**src/rtl/adcs_pkg.sv**
```systemverilog
package adcs_pkg;

    // ------------------------------------------------------------
    // bus geometry
    // ------------------------------------------------------------
    localparam int unsigned ADDR_W = 4;
    localparam int unsigned DATA_W = 8;
    localparam int unsigned RES_W  = 10;
    localparam int unsigned CH_W   = 5;

    // ------------------------------------------------------------
    // register offsets
    // ------------------------------------------------------------
    localparam logic [ADDR_W-1:0] OFS_SC1   = 4'h0;
    localparam logic [ADDR_W-1:0] OFS_SC2   = 4'h1;
    localparam logic [ADDR_W-1:0] OFS_RH    = 4'h2;
    localparam logic [ADDR_W-1:0] OFS_RL    = 4'h3;
    localparam logic [ADDR_W-1:0] OFS_CVH   = 4'h4;
    localparam logic [ADDR_W-1:0] OFS_CVL   = 4'h5;
    localparam logic [ADDR_W-1:0] OFS_CFG   = 4'h6;
    localparam logic [ADDR_W-1:0] OFS_ISTAT = 4'h8;
    localparam logic [ADDR_W-1:0] OFS_IMASK = 4'h9;

    // ------------------------------------------------------------
    // field positions
    // ------------------------------------------------------------
    localparam int unsigned SC1_CONVERSION_COMPLETE_FLAG = 7;
    localparam int unsigned SC1_IEN  = 6;
    localparam int unsigned SC1_CONT = 5;
    localparam int unsigned SC2_ACT  = 7;
    localparam int unsigned SC2_CMPE = 5;
    localparam int unsigned SC2_CMPG = 4;
    localparam int unsigned CFG_LP   = 7;
    localparam int unsigned CFG_LSMP = 4;
    localparam int unsigned CFG_MODE = 2;
    localparam int unsigned CFG_CLK  = 0;
    localparam int unsigned IRQ_DONE = 0;
    localparam int unsigned IRQ_LOST = 1;
    localparam int unsigned IRQ_W    = 2;

    localparam logic [CH_W-1:0] CH_OFF     = 5'h1F;
    localparam logic [1:0]      MODE_TEN   = 2'h1;
    localparam logic [1:0]      CLK_ASYNC  = 2'h3;
    localparam logic [CH_W-1:0] CH_RESET   = 5'h1F;

    // ------------------------------------------------------------
    // timing: tick base in bus cycles, sample lengths in conversion-clock ticks
    // ------------------------------------------------------------
    localparam logic [7:0] TICK_BASE   = 8'h04;
    localparam logic [4:0] SAMPLE_SHORT = 5'h04;
    localparam logic [4:0] SAMPLE_LONG  = 5'h14;

    typedef enum logic [1:0] {ST_IDLE, ST_SAMPLE, ST_CONVERT} adcs_state_t;

    typedef struct packed {
        logic             active;
        logic             async_clk_en;
        logic             low_power;
        logic             sample;
        logic             ten_bit;
        logic [CH_W-1:0]  channel;
        logic [RES_W-1:0] dac_code;
    } adcs_core_t;

endpackage

```
**src/rtl/adcs_sequencer.sv**
```systemverilog
`timescale 1ns/1ps

module adcs_sequencer (
    input  wire logic                        i_sys_clk,
    input  wire logic                        i_arst_n,
    input  wire logic [adcs_pkg::ADDR_W-1:0] i_addr,
    input  wire logic [adcs_pkg::DATA_W-1:0] i_wdata,
    input  wire logic                        i_wr,
    input  wire logic                        i_rd,
    output logic      [adcs_pkg::DATA_W-1:0] o_rdata,
    input  wire logic                        i_stop_mode,
    input  wire logic                        i_cmp_above,
    output adcs_pkg::adcs_core_t             o_core,
    output logic                             o_irq
);
    import adcs_pkg::*;

    // ------------------------------------------------------------
    // registers
    // ------------------------------------------------------------
    adcs_state_t        state_q;
    logic               conversion_complete_flag_q;
    logic               ien_q;
    logic               cont_q;
    logic [CH_W-1:0]    ch_q;
    logic               cmpe_q;
    logic               cmpg_q;
    logic [DATA_W-1:0]  cvh_q;
    logic [DATA_W-1:0]  cvl_q;
    logic [DATA_W-1:0]  cfg_q;
    logic [DATA_W-1:0]  rh_q;
    logic [DATA_W-1:0]  rl_q;
    logic               lock_q;
    logic [IRQ_W-1:0]   istat_q;
    logic [IRQ_W-1:0]   imask_q;
    logic [DATA_W-1:0]  rdata_q;
    logic               irq_q;
    adcs_core_t         core_q;
    logic [7:0]         tick_cnt_q;
    logic [4:0]         samp_cnt_q;
    logic [3:0]         bit_q;
    logic [RES_W-1:0]   sar_q;
    logic               cmp_meta_q;
    logic               cmp_sync_q;

    // ------------------------------------------------------------
    // decode
    // ------------------------------------------------------------
    logic wr_sc1;
    logic wr_mode;
    logic rd_rh;
    logic rd_rl;
    logic ten_bit;
    logic async_sel;
    logic stop_abort;
    logic start_sc1;

    assign wr_sc1    = i_wr && (i_addr == OFS_SC1);
    assign wr_mode   = i_wr && (i_addr == OFS_SC2 || i_addr == OFS_CFG ||
                                i_addr == OFS_CVH || i_addr == OFS_CVL);
    assign rd_rh     = i_rd && (i_addr == OFS_RH);
    assign rd_rl     = i_rd && (i_addr == OFS_RL);
    assign ten_bit   = (cfg_q[CFG_MODE +: 2] == MODE_TEN);
    assign async_sel = (cfg_q[CFG_CLK +: 2] == CLK_ASYNC);
    // async clock keeps running in stop, so only the other sources abort
    assign stop_abort = i_stop_mode && !async_sel;
    assign start_sc1  = wr_sc1 && (i_wdata[CH_W-1:0] != CH_OFF);

    // ------------------------------------------------------------
    // comparator synchroniser
    // ------------------------------------------------------------
    always_ff @(posedge i_sys_clk or negedge i_arst_n) begin
        if (!i_arst_n) begin
            cmp_meta_q <= 1'b0;
            cmp_sync_q <= 1'b0;
        end else begin
            cmp_meta_q <= i_cmp_above;
            cmp_sync_q <= cmp_meta_q;
        end
    end

    // ------------------------------------------------------------
    // conversion clock tick
    // ------------------------------------------------------------
    // the lowest divide still leaves four bus cycles per step, enough
    // for the comparator to cross the synchroniser
    logic [2:0] div_sh;
    logic [7:0] tick_lim;
    logic       tick;

    assign div_sh   = {1'b0, cfg_q[CFG_CLK +: 2]} + {2'b00, cfg_q[CFG_LP]};
    assign tick_lim = TICK_BASE << div_sh;
    assign tick     = (state_q != ST_IDLE) && (tick_cnt_q == tick_lim - 8'h01);

    always_ff @(posedge i_sys_clk or negedge i_arst_n) begin
        if (!i_arst_n) begin
            tick_cnt_q <= 8'h00;
        end else if (state_q == ST_IDLE || tick) begin
            tick_cnt_q <= 8'h00;
        end else begin
            tick_cnt_q <= tick_cnt_q + 8'h01;
        end
    end

    // ------------------------------------------------------------
    // approximation step and completion
    // ------------------------------------------------------------
    logic [RES_W-1:0] one_hot;
    logic [RES_W-1:0] sar_kept;
    logic [RES_W-1:0] result;
    logic [RES_W-1:0] cmp_val;
    logic             cmp_true;
    logic             fin;
    logic             blocked;
    logic             fin_xfer;
    logic             fin_lost;
    logic             fin_again;

    assign one_hot  = RES_W'(1) << bit_q;
    assign sar_kept = cmp_sync_q ? sar_q : (sar_q & ~one_hot);
    assign result   = ten_bit ? sar_kept : {2'b00, sar_kept[7:0]};
    assign cmp_val  = ten_bit ? {cvh_q[1:0], cvl_q} : {2'b00, cvl_q};
    assign cmp_true = !cmpe_q || (cmpg_q ? (result >= cmp_val) : (result < cmp_val));
    assign fin      = (state_q == ST_CONVERT) && tick && (bit_q == 4'h0);
    assign blocked  = ten_bit && lock_q;
    assign fin_xfer = fin && !blocked && cmp_true;
    assign fin_lost = fin && blocked;

    always_comb begin
        if (blocked) begin
            // a failed compare in single mode stops despite the lock
            fin_again = fin && !(!cont_q && cmpe_q && !cmp_true);
        end else begin
            fin_again = fin && cont_q;
        end
    end

    logic [3:0] top_bit;
    assign top_bit = ten_bit ? 4'h9 : 4'h7;

    // ------------------------------------------------------------
    // sequencer state
    // ------------------------------------------------------------
    always_ff @(posedge i_sys_clk or negedge i_arst_n) begin
        if (!i_arst_n) begin
            state_q    <= ST_IDLE;
            samp_cnt_q <= 5'h00;
            bit_q      <= 4'h0;
            sar_q      <= '0;
        end else if (start_sc1) begin
            state_q    <= ST_SAMPLE;
            samp_cnt_q <= 5'h00;
        end else if (wr_sc1 || wr_mode || stop_abort) begin
            state_q <= ST_IDLE;
        end else begin
            case (state_q)
                ST_IDLE: begin
                    state_q <= ST_IDLE;
                end
                ST_SAMPLE: begin
                    if (tick) begin
                        if (samp_cnt_q == (cfg_q[CFG_LSMP] ? SAMPLE_LONG : SAMPLE_SHORT) - 5'h01) begin
                            state_q <= ST_CONVERT;
                            bit_q   <= top_bit;
                            sar_q   <= RES_W'(1) << top_bit;
                        end else begin
                            samp_cnt_q <= samp_cnt_q + 5'h01;
                        end
                    end
                end
                ST_CONVERT: begin
                    if (fin) begin
                        state_q    <= fin_again ? ST_SAMPLE : ST_IDLE;
                        samp_cnt_q <= 5'h00;
                    end else if (tick) begin
                        bit_q <= bit_q - 4'h1;
                        sar_q <= sar_kept | (one_hot >> 1);
                    end
                end
                default: begin
                    state_q <= ST_IDLE;
                end
            endcase
        end
    end

    // ------------------------------------------------------------
    // result bytes, lock and complete flag
    // ------------------------------------------------------------
    always_ff @(posedge i_sys_clk or negedge i_arst_n) begin
        if (!i_arst_n) begin
            rh_q <= '0;
            rl_q <= '0;
        end else if (fin_xfer) begin
            // aborts before the last step never reach here, so the last good result stays
            rh_q <= ten_bit ? {6'h00, sar_kept[9:8]} : 8'h00;
            rl_q <= sar_kept[7:0];
        end
    end

    always_ff @(posedge i_sys_clk or negedge i_arst_n) begin
        if (!i_arst_n) begin
            lock_q <= 1'b0;
        end else if (rd_rl) begin
            lock_q <= 1'b0;
        end else if (rd_rh && ten_bit) begin
            lock_q <= 1'b1;
        end
    end

    always_ff @(posedge i_sys_clk or negedge i_arst_n) begin
        if (!i_arst_n) begin
            conversion_complete_flag_q <= 1'b0;
        end else if (fin_xfer) begin
            conversion_complete_flag_q <= 1'b1;
        end else if (wr_sc1 || rd_rl) begin
            conversion_complete_flag_q <= 1'b0;
        end
    end

    // ------------------------------------------------------------
    // software registers
    // ------------------------------------------------------------
    always_ff @(posedge i_sys_clk or negedge i_arst_n) begin
        if (!i_arst_n) begin
            ien_q   <= 1'b0;
            cont_q  <= 1'b0;
            ch_q    <= CH_RESET;
            cmpe_q  <= 1'b0;
            cmpg_q  <= 1'b0;
            cvh_q   <= '0;
            cvl_q   <= '0;
            cfg_q   <= '0;
            imask_q <= '0;
        end else if (i_wr) begin
            case (i_addr)
                OFS_SC1: begin
                    ien_q  <= i_wdata[SC1_IEN];
                    cont_q <= i_wdata[SC1_CONT];
                    ch_q   <= i_wdata[CH_W-1:0];
                end
                OFS_SC2: begin
                    cmpe_q <= i_wdata[SC2_CMPE];
                    cmpg_q <= i_wdata[SC2_CMPG];
                end
                OFS_CVH:   cvh_q   <= i_wdata;
                OFS_CVL:   cvl_q   <= i_wdata;
                OFS_CFG:   cfg_q   <= i_wdata;
                OFS_IMASK: imask_q <= i_wdata[IRQ_W-1:0];
                default: begin
                end
            endcase
        end
    end

    // ------------------------------------------------------------
    // interrupt status
    // ------------------------------------------------------------
    logic [IRQ_W-1:0] ev;
    logic [IRQ_W-1:0] w1c;

    assign ev[IRQ_DONE] = fin_xfer && ien_q;
    assign ev[IRQ_LOST] = fin_lost;
    assign w1c = (i_wr && i_addr == OFS_ISTAT) ? i_wdata[IRQ_W-1:0] : '0;

    always_ff @(posedge i_sys_clk or negedge i_arst_n) begin
        if (!i_arst_n) begin
            istat_q <= '0;
        end else begin
            // a new event outranks a clear in the same cycle
            istat_q <= (istat_q & ~w1c) | ev;
        end
    end

    always_ff @(posedge i_sys_clk or negedge i_arst_n) begin
        if (!i_arst_n) begin
            irq_q <= 1'b0;
        end else begin
            irq_q <= |(istat_q & imask_q);
        end
    end

    // ------------------------------------------------------------
    // read port
    // ------------------------------------------------------------
    logic [DATA_W-1:0] rmux;

    always_comb begin
        rmux = '0;
        case (i_addr)
            OFS_SC1: begin
                rmux[SC1_CONVERSION_COMPLETE_FLAG]   = conversion_complete_flag_q;
                rmux[SC1_IEN]    = ien_q;
                rmux[SC1_CONT]   = cont_q;
                rmux[CH_W-1:0]   = ch_q;
            end
            OFS_SC2: begin
                rmux[SC2_ACT]  = (state_q != ST_IDLE);
                rmux[SC2_CMPE] = cmpe_q;
                rmux[SC2_CMPG] = cmpg_q;
            end
            OFS_RH:    rmux = rh_q;
            OFS_RL:    rmux = rl_q;
            OFS_CVH:   rmux = cvh_q;
            OFS_CVL:   rmux = cvl_q;
            OFS_CFG:   rmux = cfg_q;
            OFS_ISTAT: rmux[IRQ_W-1:0] = istat_q;
            OFS_IMASK: rmux[IRQ_W-1:0] = imask_q;
            default:   rmux = '0;
        endcase
    end

    always_ff @(posedge i_sys_clk or negedge i_arst_n) begin
        if (!i_arst_n) begin
            rdata_q <= '0;
        end else begin
            rdata_q <= i_rd ? rmux : '0;
        end
    end

    // ------------------------------------------------------------
    // analog core controls
    // ------------------------------------------------------------
    always_ff @(posedge i_sys_clk or negedge i_arst_n) begin
        if (!i_arst_n) begin
            core_q <= '0;
        end else begin
            core_q.active       <= (state_q != ST_IDLE);
            core_q.async_clk_en <= (state_q != ST_IDLE) && async_sel;
            core_q.low_power    <= cfg_q[CFG_LP];
            core_q.sample       <= (state_q == ST_SAMPLE);
            core_q.ten_bit      <= ten_bit;
            core_q.channel      <= ch_q;
            core_q.dac_code     <= sar_q;
        end
    end

    assign o_rdata = rdata_q;
    assign o_irq   = irq_q;
    assign o_core  = core_q;

endmodule

```
**config.mk**
```make
export PLATFORM = sky130hd
export DESIGN_NAME = adcs_sequencer
export DESIGN_NICKNAME = d
export VERILOG_FILES = /design/src/rtl/adcs_pkg.sv /design/src/rtl/adcs_sequencer.sv
export SDC_FILE = /design/constraint.sdc
export NUM_CORES = 1
export LEC_CHECK = 0
export ABC_AREA = 1
export ABC_CLOCK_PERIOD_IN_PS = 3800
export BUFFER_PORTS_ARGS = -buffer_cell sky130_fd_sc_hd__buf_2
export CAP_MARGIN = 20
export CORE_UTILIZATION = 41
export CTS_CLUSTER_DIAMETER = 120
export DETAILED_ROUTE_END_ITERATION = 8
export MAX_ROUTING_LAYER = met4
export PLACE_DENSITY = 0.67
export SLEW_MARGIN = 20
export SYNTH_ARGS = -nofsm -noshare
export SYNTH_HDL_FRONTEND = slang
export SYNTH_SLANG_ARGS = --single-unit
```
**constraint.sdc**
```tcl
create_clock -name i_sys_clk -period 3.8 [get_ports i_sys_clk]
set_input_delay 0.19 -clock i_sys_clk [delete_from_list [all_inputs] [get_ports i_sys_clk]]
set_output_delay 0.19 -clock i_sys_clk [all_outputs]
set_load 0.05 [all_outputs]
```
==> results of run 1 <==
-- kinds of logic (layout without fill, tap and decap cells) --
group,count (synthesis),count (layout),synth area share
XOR/XNOR,7,7,0.0115
flip-flops,109,109,0.511
adder cells (fa/ha/maj),20,20,0.0468
buffers and inverters,90,145,0.0695
AO/OA/AOI/OAI,108,108,0.114
AND/OR/NAND/NOR,297,297,0.247
-- metal layers --
metal | routed length, microns | track usage | share of wire | vias up
met5 | 0 | - | 0 | -
met1 | 5590 | 0.261 | 0.44 | 2115
met3 | 538 | 0.0400 | 0.043 | 25
li1 | - | - | - | 2133
met4 | 349 | 0.0863 | 0.028 | 0
met2 | 6120 | 0.340 | 0.49 | 133
-- synth_stat cells, types with 2 or more instances --
cell	count	area, sq um
nor2_1	34	128
inv_1	72	270
nand2_1	190	713
a21oi_1	15	75.1
nor3b_1	2	15.0
o21ai_1	6	30.0
o21ai_0	63	315
o21ai_2	3	26.3
nand3b_1	3	22.5
nor2_2	8	50.1
ha_1	20	250
dfstp_2	5	131
xor2_1	7	61.3
inv_2	5	18.8
buf_6	4	45.0
nor3_1	3	15.0
o22ai_1	3	18.8
nand3_1	37	185
a31oi_1	5	31.3
clkbuf_1	7	26.3
nand4_1	5	31.3
nand2_2	4	25.0
a41oi_1	2	17.5
nor2_4	3	33.8
a221oi_1	2	17.5
dfrtp_1	104	2600
-- worst min path at each step --
| stage | from | end | slack, ns | depth (start not counted) |
|---|---|---|---|---|
| final | i_rd | lock_q | 0.07 | 2 |
| after global routing | i_rd | lock_q | 0.08 | 2 |
| after CTS | i_rd | lock_q | 0.06 | 2 |
| after detailed placement | i_cmp_above | cmp_meta_q | 0.30 | 1 |
| after global placement | i_cmp_above | cmp_meta_q | 0.30 | 1 |
| after floorplan | i_arst_n | bit_q[0] | -0.11 | 0 |
-- worst max-delay path, stage by stage (launching register included) --
cell and delay, ns:
dfrtp_1 0.40, inv_1 0.18, ha_1 0.23, nand3_1 0.12, o21ai_0 0.36, inv_1 0.09
ha_1 0.29, nand2_1 0.05, nor2_1 0.17, nand3_1 0.14, nand2_1 0.08, nand3b_1 0.10
nand3_1 0.13, nand2_1 0.57, nand2_1 0.16, o21ai_2 0.10
-- metrics by stage --
step	setup slack, ns	hold slack, ns	power, mW
floorplan	1.21	-0.106	1.79
global placement	0.746	0.303	1.94
detailed placement	0.592	0.301	1.96
CTS	0.574	0.0556	2.88
global route	0.192	0.0823	3.02
finish	0.513	0.0708	2.86
-- registers in the layout, summed over array words and instances, names as in the netlist, 8 cells and up --
| name | flops |
|---|---|
| o_rdata | 8 |
| cvl_q | 8 |
| cvh_q | 8 |
| tick_cnt_q | 8 |
| rl_q | 8 |
| o_core | 20 |
| cfg_q | 8 |
| sar_q | 10 |
-- power breakdown --
group	leakage, nW	internal, mW	switching, mW
registers	1.44	1.29	0.0927
logic	1.60	0.170	0.385
clock network	0.140	0.462	0.462
-- cell usage in the layout, fill, tap and decap left out, types with 2 or more instances in the layout --
cell	netlist	layout
buf_2	1	45
xor2_1	7	7
o21ai_0	63	63
clkbuf_16	0	9
a31oi_1	5	5
nor2_4	3	3
inv_1	72	72
buf_4	0	3
nand2_2	4	4
o21ai_2	3	3
nand4_1	5	5
ha_1	20	20
a221oi_1	2	2
nand2_1	190	190
nor3b_1	2	2
dlygate4sd3_1	0	2
nor3_1	3	3
o22ai_1	3	3
inv_2	5	5
a41oi_1	2	2
nand3_1	37	37
a21oi_1	15	15
o21ai_1	6	6
nor2_1	34	34
nor2_2	8	8
dfrtp_1	104	104
inv_6	0	5
dfstp_2	5	5
nand3b_1	3	3
-- cell type report --
cell class / instances / area [sq um] / share of cell area
sequential: 109 / 2730 / 0.452
multi-input combinational: 432 / 2240 / 0.370
inverter: 78 / 295 / 0.0488
timing repair buffer: 51 / 279 / 0.0461
clock buffer: 9 / 225 / 0.0372
tap: 172 / 215 / 0.0356
clock inverter: 7 / 62.6 / 0.0103
==> report_table.html, run 1 <==
<table>
<tr><th>Metric</th><th>Value</th></tr>
<tr><th colspan="2">Route</th></tr>
<tr><td>1st-pass router iterations</td><td>6</td></tr>
<tr><td>Vias after detailed routing</td><td>4406</td></tr>
<tr><td>1st-iter DRT viols</td><td>327</td></tr>
<tr><td>Number of nets still failing antenna checks after routing</td><td>0</td></tr>
<tr><td>Detailed-route wire length per cell</td><td>14.7 microns</td></tr>
<tr><td>DRC violation count after routing</td><td>0</td></tr>
<tr><td>Vias per cell</td><td>5.14</td></tr>
<tr><td>Detailed-route wire length</td><td>12600 microns</td></tr>
<tr><th colspan="2">CTS</th></tr>
<tr><td>TritonCTS Buffers</td><td>9</td></tr>
<tr><td>Number of resized instances in the post-cts repair step</td><td>0</td></tr>
<tr><td>CTS Sinks</td><td>109</td></tr>
<tr><td>Clock Pin Slew Worst Setup and Hold Paths</td><td>roughly 0.08 ns</td></tr>
<tr><td>Post-CTS setup-driven buffer insertion count</td><td>0</td></tr>
<tr><td>Maximum clock insertion buffer count</td><td>2</td></tr>
<tr><td>TritonCTS clock tree</td><td>yes</td></tr>
<tr><td>Max H-tree Level</td><td>3</td></tr>
<tr><td>CTS hold repair buffers</td><td>1</td></tr>
<tr><td>Clock root buffer</td><td>clkbuf_16</td></tr>
<tr><td>Clk Latency, worst-skew pair</td><td>0.36 ns</td></tr>
<tr><th colspan="2">Worst setup path</th></tr>
<tr><td>Data arrival time of the worst path</td><td>~3.6 ns</td></tr>
<tr><td>Category of the most critical setup path</td><td>reg2reg</td></tr>
<tr><td>Kind of capture point of the worst setup path</td><td>register</td></tr>
<tr><td>Worst-case reg-to-reg path depth</td><td>15</td></tr>
<tr><td>Worst setup path endpoint</td><td>rl_q[3]</td></tr>
<tr><td>Beginning of the worst register-to-register path</td><td>bit_q[0]</td></tr>
<tr><td>Reg2reg end</td><td>rl_q[3]</td></tr>
<tr><td>Required time of the critical path</td><td>4.07 ns</td></tr>
<tr><td>Start point of the critical path</td><td>bit_q[0]</td></tr>
<tr><td>Kind of start point of the critical path</td><td>register</td></tr>
<tr><td>R2r setup slk</td><td>0.51 ns</td></tr>
<tr><td>Critical path fanouts, max</td><td>20</td></tr>
<tr><th colspan="2">Synthesis</th></tr>
<tr><td>Number of warnings printed during yosys synthesis</td><td>0</td></tr>
<tr><td>EDFF count, synth</td><td>0</td></tr>
<tr><td>FF+latch count, synth</td><td>109</td></tr>
<tr><td>Flip-flop cell with the highest count after synthesis</td><td>dfrtp_1</td></tr>
<tr><td>Average size of a mapped cell</td><td>approximately 8.5 sq um</td></tr>
<tr><td>Number of instances in the synthesized netlist</td><td>approximately 630</td></tr>
<tr><td>Synth Net Count</td><td>about 670</td></tr>
<tr><td>Number of library cell types mapped by synthesis</td><td>45</td></tr>
<tr><td>Share of flip-flops with an asynchronous set or reset</td><td>1.00</td></tr>
<tr><td>Sequential fraction of the synthesis area</td><td>0.511</td></tr>
<tr><td>Synth Cell Area</td><td>5350 sq um</td></tr>
<tr><th colspan="2">Die</th></tr>
<tr><td>DIE AREA</td><td>around 14000 sq um</td></tr>
<tr><td>Initial Util</td><td>0.422</td></tr>
<tr><td>Core Area</td><td>~13000 sq um</td></tr>
<tr><td>Die width</td><td>116 microns</td></tr>
<tr><td>Placement row count</td><td>41</td></tr>
<tr><td>Count of pins on the block boundary</td><td>47</td></tr>
<tr><td>Die Span Y</td><td>116 microns</td></tr>
<tr><th colspan="2">STA</th></tr>
<tr><td>Total Neg Setup Slack</td><td>0 ns</td></tr>
<tr><td>Final number of setup-violating endpoints</td><td>0</td></tr>
<tr><td>Total count of hold-check failures in the final report</td><td>0</td></tr>
<tr><td>Min Clock Period, post-route</td><td>roughly 3.3 ns</td></tr>
<tr><td>Slew of the pin with the lowest slew margin</td><td>0.786 ns</td></tr>
<tr><td>Share of the clock period used by the worst path</td><td>0.865</td></tr>
<tr><td>Number of slew-limit violations in the final report</td><td>0</td></tr>
<tr><td>Worst clock skew</td><td>0.0106 ns</td></tr>
<tr><td>Maximum clock frequency</td><td>304 MHz</td></tr>
<tr><td>RSZ-0062 raised after global routing</td><td>false</td></tr>
<tr><td>Headroom to the max-slew limit</td><td>0.476</td></tr>
<tr><th colspan="2">Outcome</th></tr>
<tr><td>Result of the run</td><td>finished clean</td></tr>
<tr><th colspan="2">Final layout</th></tr>
<tr><td>Post-route cell area</td><td>roughly 6100 sq um</td></tr>
<tr><td>Finished Layout Cells</td><td>858</td></tr>
<tr><td>Final Net Count</td><td>719</td></tr>
<tr><td>Layout cell share with drive strength beyond 1</td><td>0.149</td></tr>
<tr><td>Number of fillers in the final layout</td><td>1220</td></tr>
<tr><td>Diodes inserted</td><td>0</td></tr>
<tr><td>Synth-to-Final Area Change</td><td>13.2%</td></tr>
<tr><td>Final cell utilization of the core</td><td>0.478</td></tr>
<tr><th colspan="2">Global route</th></tr>
<tr><td>Largest net degree at the start of global routing</td><td>88</td></tr>
<tr><td>Total routing usage reported by global routing</td><td>0.211</td></tr>
<tr><td>First-pass GRT wire length</td><td>20900 microns</td></tr>
<tr><td>Final global-route overflow total</td><td>0</td></tr>
<tr><td>Via count of the first global-routing pass</td><td>4302</td></tr>
<tr><td>Number of antenna violations at the first check in global routing</td><td>0</td></tr>
<tr><th colspan="2">Placement</th></tr>
<tr><td>Placed Area</td><td>5740 sq um</td></tr>
<tr><td>Routability-driven placement congestion ratio</td><td>0.967</td></tr>
<tr><td>Number of port buffers</td><td>46</td></tr>
<tr><td>Post-DP HPWL</td><td>9440 microns</td></tr>
<tr><td>Cell Count Post-Placement</td><td>840</td></tr>
<tr><th colspan="2">Job</th></tr>
<tr><td>Number of maximum-capacitance constraint violations</td><td>0</td></tr>
<tr><th colspan="2">Power and ir drop</th></tr>
<tr><td>Pwr dens</td><td>473 nW/um^2</td></tr>
<tr><td>Leakage</td><td>between 3 and 4 nW</td></tr>
<tr><td>Peak supply drop</td><td>0.000221 V</td></tr>
<tr><th colspan="2">Hold path</th></tr>
<tr><td>Path class of the lowest-slack min-delay path</td><td>in2reg</td></tr>
</table>
Note: power is estimated with default switching activity, not from simulation.
==> run 2, diff against run 1 <==
--- a/config.mk
+++ b/config.mk
@@ -7,7 +7,7 @@
 export LEC_CHECK = 0
 export ABC_AREA = 1
 export ABC_CLOCK_PERIOD_IN_PS = 3800
-export BUFFER_PORTS_ARGS = -buffer_cell sky130_fd_sc_hd__buf_2
+export BUFFER_PORTS_ARGS = -buffer_cell sky130_fd_sc_hd__buf_4
 export CAP_MARGIN = 20
 export CORE_UTILIZATION = 41
 export CTS_CLUSTER_DIAMETER = 120
==> run 2 against run 1 <==
  * Clock skew fell by 0.0012 ns
  * Critical path type unchanged
  * Die area unchanged
  * Critical endpoint is now rh_q[0]
  * Largest power group unchanged
  * Sequential share of layout area fell by 0.91 points
==> report_table.html, run 2 (synthesis gave the netlist of run 1 again) <==
<table>
<tr><th>Metric</th><th>Value</th></tr>
<tr><th colspan="2">Worst setup path</th></tr>
<tr><td>Most numerous cell on the critical path</td><td>nand2_1</td></tr>
<tr><td>Beginning of the worst register-to-register path</td><td>cfg_q[7]</td></tr>
<tr><td>Kind of start point of the critical path</td><td>register</td></tr>
<tr><td>Slowest stage cell on the critical path</td><td>dfrtp_1</td></tr>
<tr><td>Required time of the critical path</td><td>around 4 ns</td></tr>
<tr><td>Reg2reg end</td><td>rh_q[0]</td></tr>
<tr><td>Category of the most critical setup path</td><td>reg2reg</td></tr>
<tr><td>Kind of capture point of the worst setup path</td><td>register</td></tr>
<tr><td>Worst-case reg-to-reg path depth</td><td>16</td></tr>
<tr><td>Critical path fanouts, max</td><td>20</td></tr>
<tr><td>Worst-path cell chain</td><td>ha_1 &gt; ha_1 &gt; nor2_2 &gt; nand2_1 &gt; ha_1 &gt; inv_1 &gt; nand2_1 &gt; nand2_1 &gt; nor2_1 &gt; nand2_1 &gt; nor2_4 &gt; nand4_2 &gt; nor2_2 &gt; nand2_1 &gt; nor2_2 &gt; a21oi_2</td></tr>
<tr><td>Critical Path Max Stage Delay</td><td>~0.43 ns</td></tr>
<tr><td>R2r setup slk</td><td>just over 0.6 ns</td></tr>
<tr><td>Data arrival time of the worst path</td><td>3.41 ns</td></tr>
<tr><th colspan="2">Route</th></tr>
<tr><td>Detailed-route wire length</td><td>12500 microns</td></tr>
<tr><td>Vias per cell</td><td>5.08</td></tr>
<tr><td>1st-pass router iterations</td><td>5</td></tr>
<tr><td>Vias after detailed routing</td><td>4356</td></tr>
<tr><td>DRC violation count after routing</td><td>0</td></tr>
<tr><td>1st-iter DRT viols</td><td>362</td></tr>
<tr><td>Detailed-route wire length per cell</td><td>14.6 microns</td></tr>
<tr><td>Number of nets still failing antenna checks after routing</td><td>0</td></tr>
<tr><th colspan="2">CTS</th></tr>
<tr><td>CTS Sinks</td><td>109</td></tr>
<tr><td>Clk Latency, worst-skew pair</td><td>between 0.3 and 0.4 ns</td></tr>
<tr><td>Clock root buffer</td><td>clkbuf_16</td></tr>
<tr><td>Maximum clock insertion buffer count</td><td>2</td></tr>
<tr><td>Max H-tree Level</td><td>3</td></tr>
<tr><td>TritonCTS clock tree</td><td>yes</td></tr>
<tr><td>TritonCTS Buffers</td><td>9</td></tr>
<tr><td>Clock Pin Slew Worst Setup and Hold Paths</td><td>0.07 ns</td></tr>
<tr><th colspan="2">Die</th></tr>
<tr><td>Count of pins on the block boundary</td><td>47</td></tr>
<tr><td>Core Area</td><td>12700 sq um</td></tr>
<tr><td>DIE AREA</td><td>13500 sq um</td></tr>
<tr><td>Die Span Y</td><td>116 microns</td></tr>
<tr><td>Initial Util</td><td>0.422</td></tr>
<tr><td>Placement row count</td><td>41</td></tr>
<tr><td>Die width</td><td>116 microns</td></tr>
<tr><th colspan="2">STA</th></tr>
<tr><td>Number of slew-limit violations in the final report</td><td>0</td></tr>
<tr><td>Headroom to the max-slew limit</td><td>0.522</td></tr>
<tr><td>Total count of hold-check failures in the final report</td><td>0</td></tr>
<tr><td>Final worst setup slack</td><td>0.608 ns</td></tr>
<tr><td>Final Hold Slack</td><td>0.0633 ns</td></tr>
<tr><td>Slew of the pin with the lowest slew margin</td><td>0.715 ns</td></tr>
<tr><td>Final number of setup-violating endpoints</td><td>0</td></tr>
<tr><td>Share of the clock period used by the worst path</td><td>0.840</td></tr>
<tr><td>RSZ-0062 raised after global routing</td><td>false</td></tr>
<tr><td>Min Clock Period, post-route</td><td>between 3 and 4 ns</td></tr>
<tr><td>Maximum clock frequency</td><td>313 MHz</td></tr>
<tr><td>Total Neg Setup Slack</td><td>0 ns</td></tr>
<tr><td>Worst clock skew</td><td>0.00938 ns</td></tr>
<tr><th colspan="2">Final layout</th></tr>
<tr><td>Flip-flop count of the largest register after layout</td><td>20</td></tr>
<tr><td>Most common cell after layout, fill and taps aside</td><td>nand2_1</td></tr>
<tr><td>Total area of sequential cells</td><td>2730 sq um</td></tr>
<tr><td>Multi-input gate area</td><td>2240 sq um</td></tr>
<tr><td>Layout cell share with drive strength beyond 1</td><td>0.147</td></tr>
<tr><td>Top library cells by usage in the layout, fill and taps aside</td><td>nand2_1, dfrtp_1, inv_1</td></tr>
<tr><td>Synth-to-Final Area Change</td><td>15.5%</td></tr>
<tr><td>Number of fillers in the final layout</td><td>1171</td></tr>
<tr><td>Diodes inserted</td><td>0</td></tr>
<tr><td>Final Net Count</td><td>between 700 and 800</td></tr>
<tr><th colspan="2">Job</th></tr>
<tr><td>Number of maximum-capacitance constraint violations</td><td>0</td></tr>
<tr><th colspan="2">Global route</th></tr>
<tr><td>Largest net degree at the start of global routing</td><td>51</td></tr>
<tr><td>Final global-route overflow total</td><td>0</td></tr>
<tr><td>First-pass GRT wire length</td><td>20100 microns</td></tr>
<tr><td>Via count of the first global-routing pass</td><td>roughly 4000</td></tr>
<tr><td>Total routing usage reported by global routing</td><td>0.205</td></tr>
<tr><td>Number of antenna violations at the first check in global routing</td><td>0</td></tr>
<tr><th colspan="2">Hold path</th></tr>
<tr><td>Path class of the lowest-slack min-delay path</td><td>in2reg</td></tr>
<tr><td>Hold EP</td><td>lock_q</td></tr>
<tr><td>Hold wc startpoint</td><td>i_rd</td></tr>
<tr><td>Depth of the worst hold-timing path</td><td>2</td></tr>
<tr><th colspan="2">Power and ir drop</th></tr>
<tr><td>Leakage</td><td>3.20 nW</td></tr>
<tr><td>Switch share</td><td>0.307</td></tr>
<tr><td>Internal Dissipation</td><td>slightly above 2 mW</td></tr>
<tr><td>Fraction of power consumed by combinational cells</td><td>0.197</td></tr>
<tr><td>Pwr dens</td><td>roughly 470 nW/um^2</td></tr>
<tr><td>Share of power burned in the clock network</td><td>0.328</td></tr>
<tr><td>Peak supply drop</td><td>0.000220 V</td></tr>
<tr><td>Sequential power share</td><td>0.474</td></tr>
<tr><td>Net switching power</td><td>896 uW</td></tr>
<tr><th colspan="2">Placement</th></tr>
<tr><td>Number of port buffers</td><td>46</td></tr>
<tr><td>Post-DP HPWL</td><td>roughly 9300 microns</td></tr>
<tr><td>Routability-driven placement congestion ratio</td><td>0.970</td></tr>
<tr><td>Pre-CTS setup slack</td><td>0.601 ns</td></tr>
<tr><th colspan="2">Outcome</th></tr>
<tr><td>Result of the run</td><td>finished clean</td></tr>
</table>
-- run 2: per-stage QoR --
stage,total power [mW],std cells,instance area (sq um),util
floorplan,1.79,631,5350,-
global placement,1.96,840,5850,0.462
detailed placement,1.98,840,5850,0.462
CTS,2.95,858,6180,0.488
global route,3.08,858,6180,0.488
finish,2.92,858,6180,0.488
-- run 2: critical path: cells and delay by family (launching register included) --
family	cells	cell delay (ns)
AND/OR/NAND/NOR	11	1.70
adder cells (fa/ha/maj)	3	0.84
flip-flops	1	0.43
buffers and inverters	1	0.04
AO/OA/AOI/OAI	1	0.04
-- run 2: power groups by stage --
stage	Sequential (mW)	Combinational, mW	Clock [mW]
6_report	1.39	0.577	0.960
5_1_grt	1.40	0.648	1.02
4_1_cts	1.38	0.580	0.980
3_5_place_dp	1.41	0.577	0
3_3_place_gp	1.40	0.559	0
2_1_floorplan	1.46	0.334	0
-- run 2: repair_timing --
item | CTS | global route
buffers inserted | 0 | 0
hold buffers | 2 | 0
resized for setup | 0 | 0
hold endpoints to repair | 22 | 0
-- run 2: worst max path at each step --
stage,start,to,slack [ns],cells past startpoint
after floorplan,cfg_q[0],sar_q[0],1.21,17
after global placement,cfg_q[0],rl_q[5],0.71,16
after detailed placement,cfg_q[0],rh_q[0],0.60,16
after CTS,cfg_q[0],rh_q[0],0.60,16
after global routing,bit_q[0],rl_q[3],0.30,15
final,cfg_q[7],rh_q[0],0.61,16
-- run 2: per-layer routing --
metal / up-vias / GRT usage / wire, microns
met3: 20 / 0.0488 / 695
met1: 2065 / 0.263 / 5640
met5: - / - / 0
li1: 2136 / - / -
met4: 0 / 0.0795 / 286
met2: 135 / 0.315 / 5880
-- run 2: area by class of cell --
cell class              instances  share of cell area
clock buffers                  12              0.0415
flip-flops and latches        109               0.443
multi-input cells             432               0.363
clock inverters                 4             0.00770
well taps                     172              0.0348
inverters                      78              0.0478
repair buffers                 51              0.0628
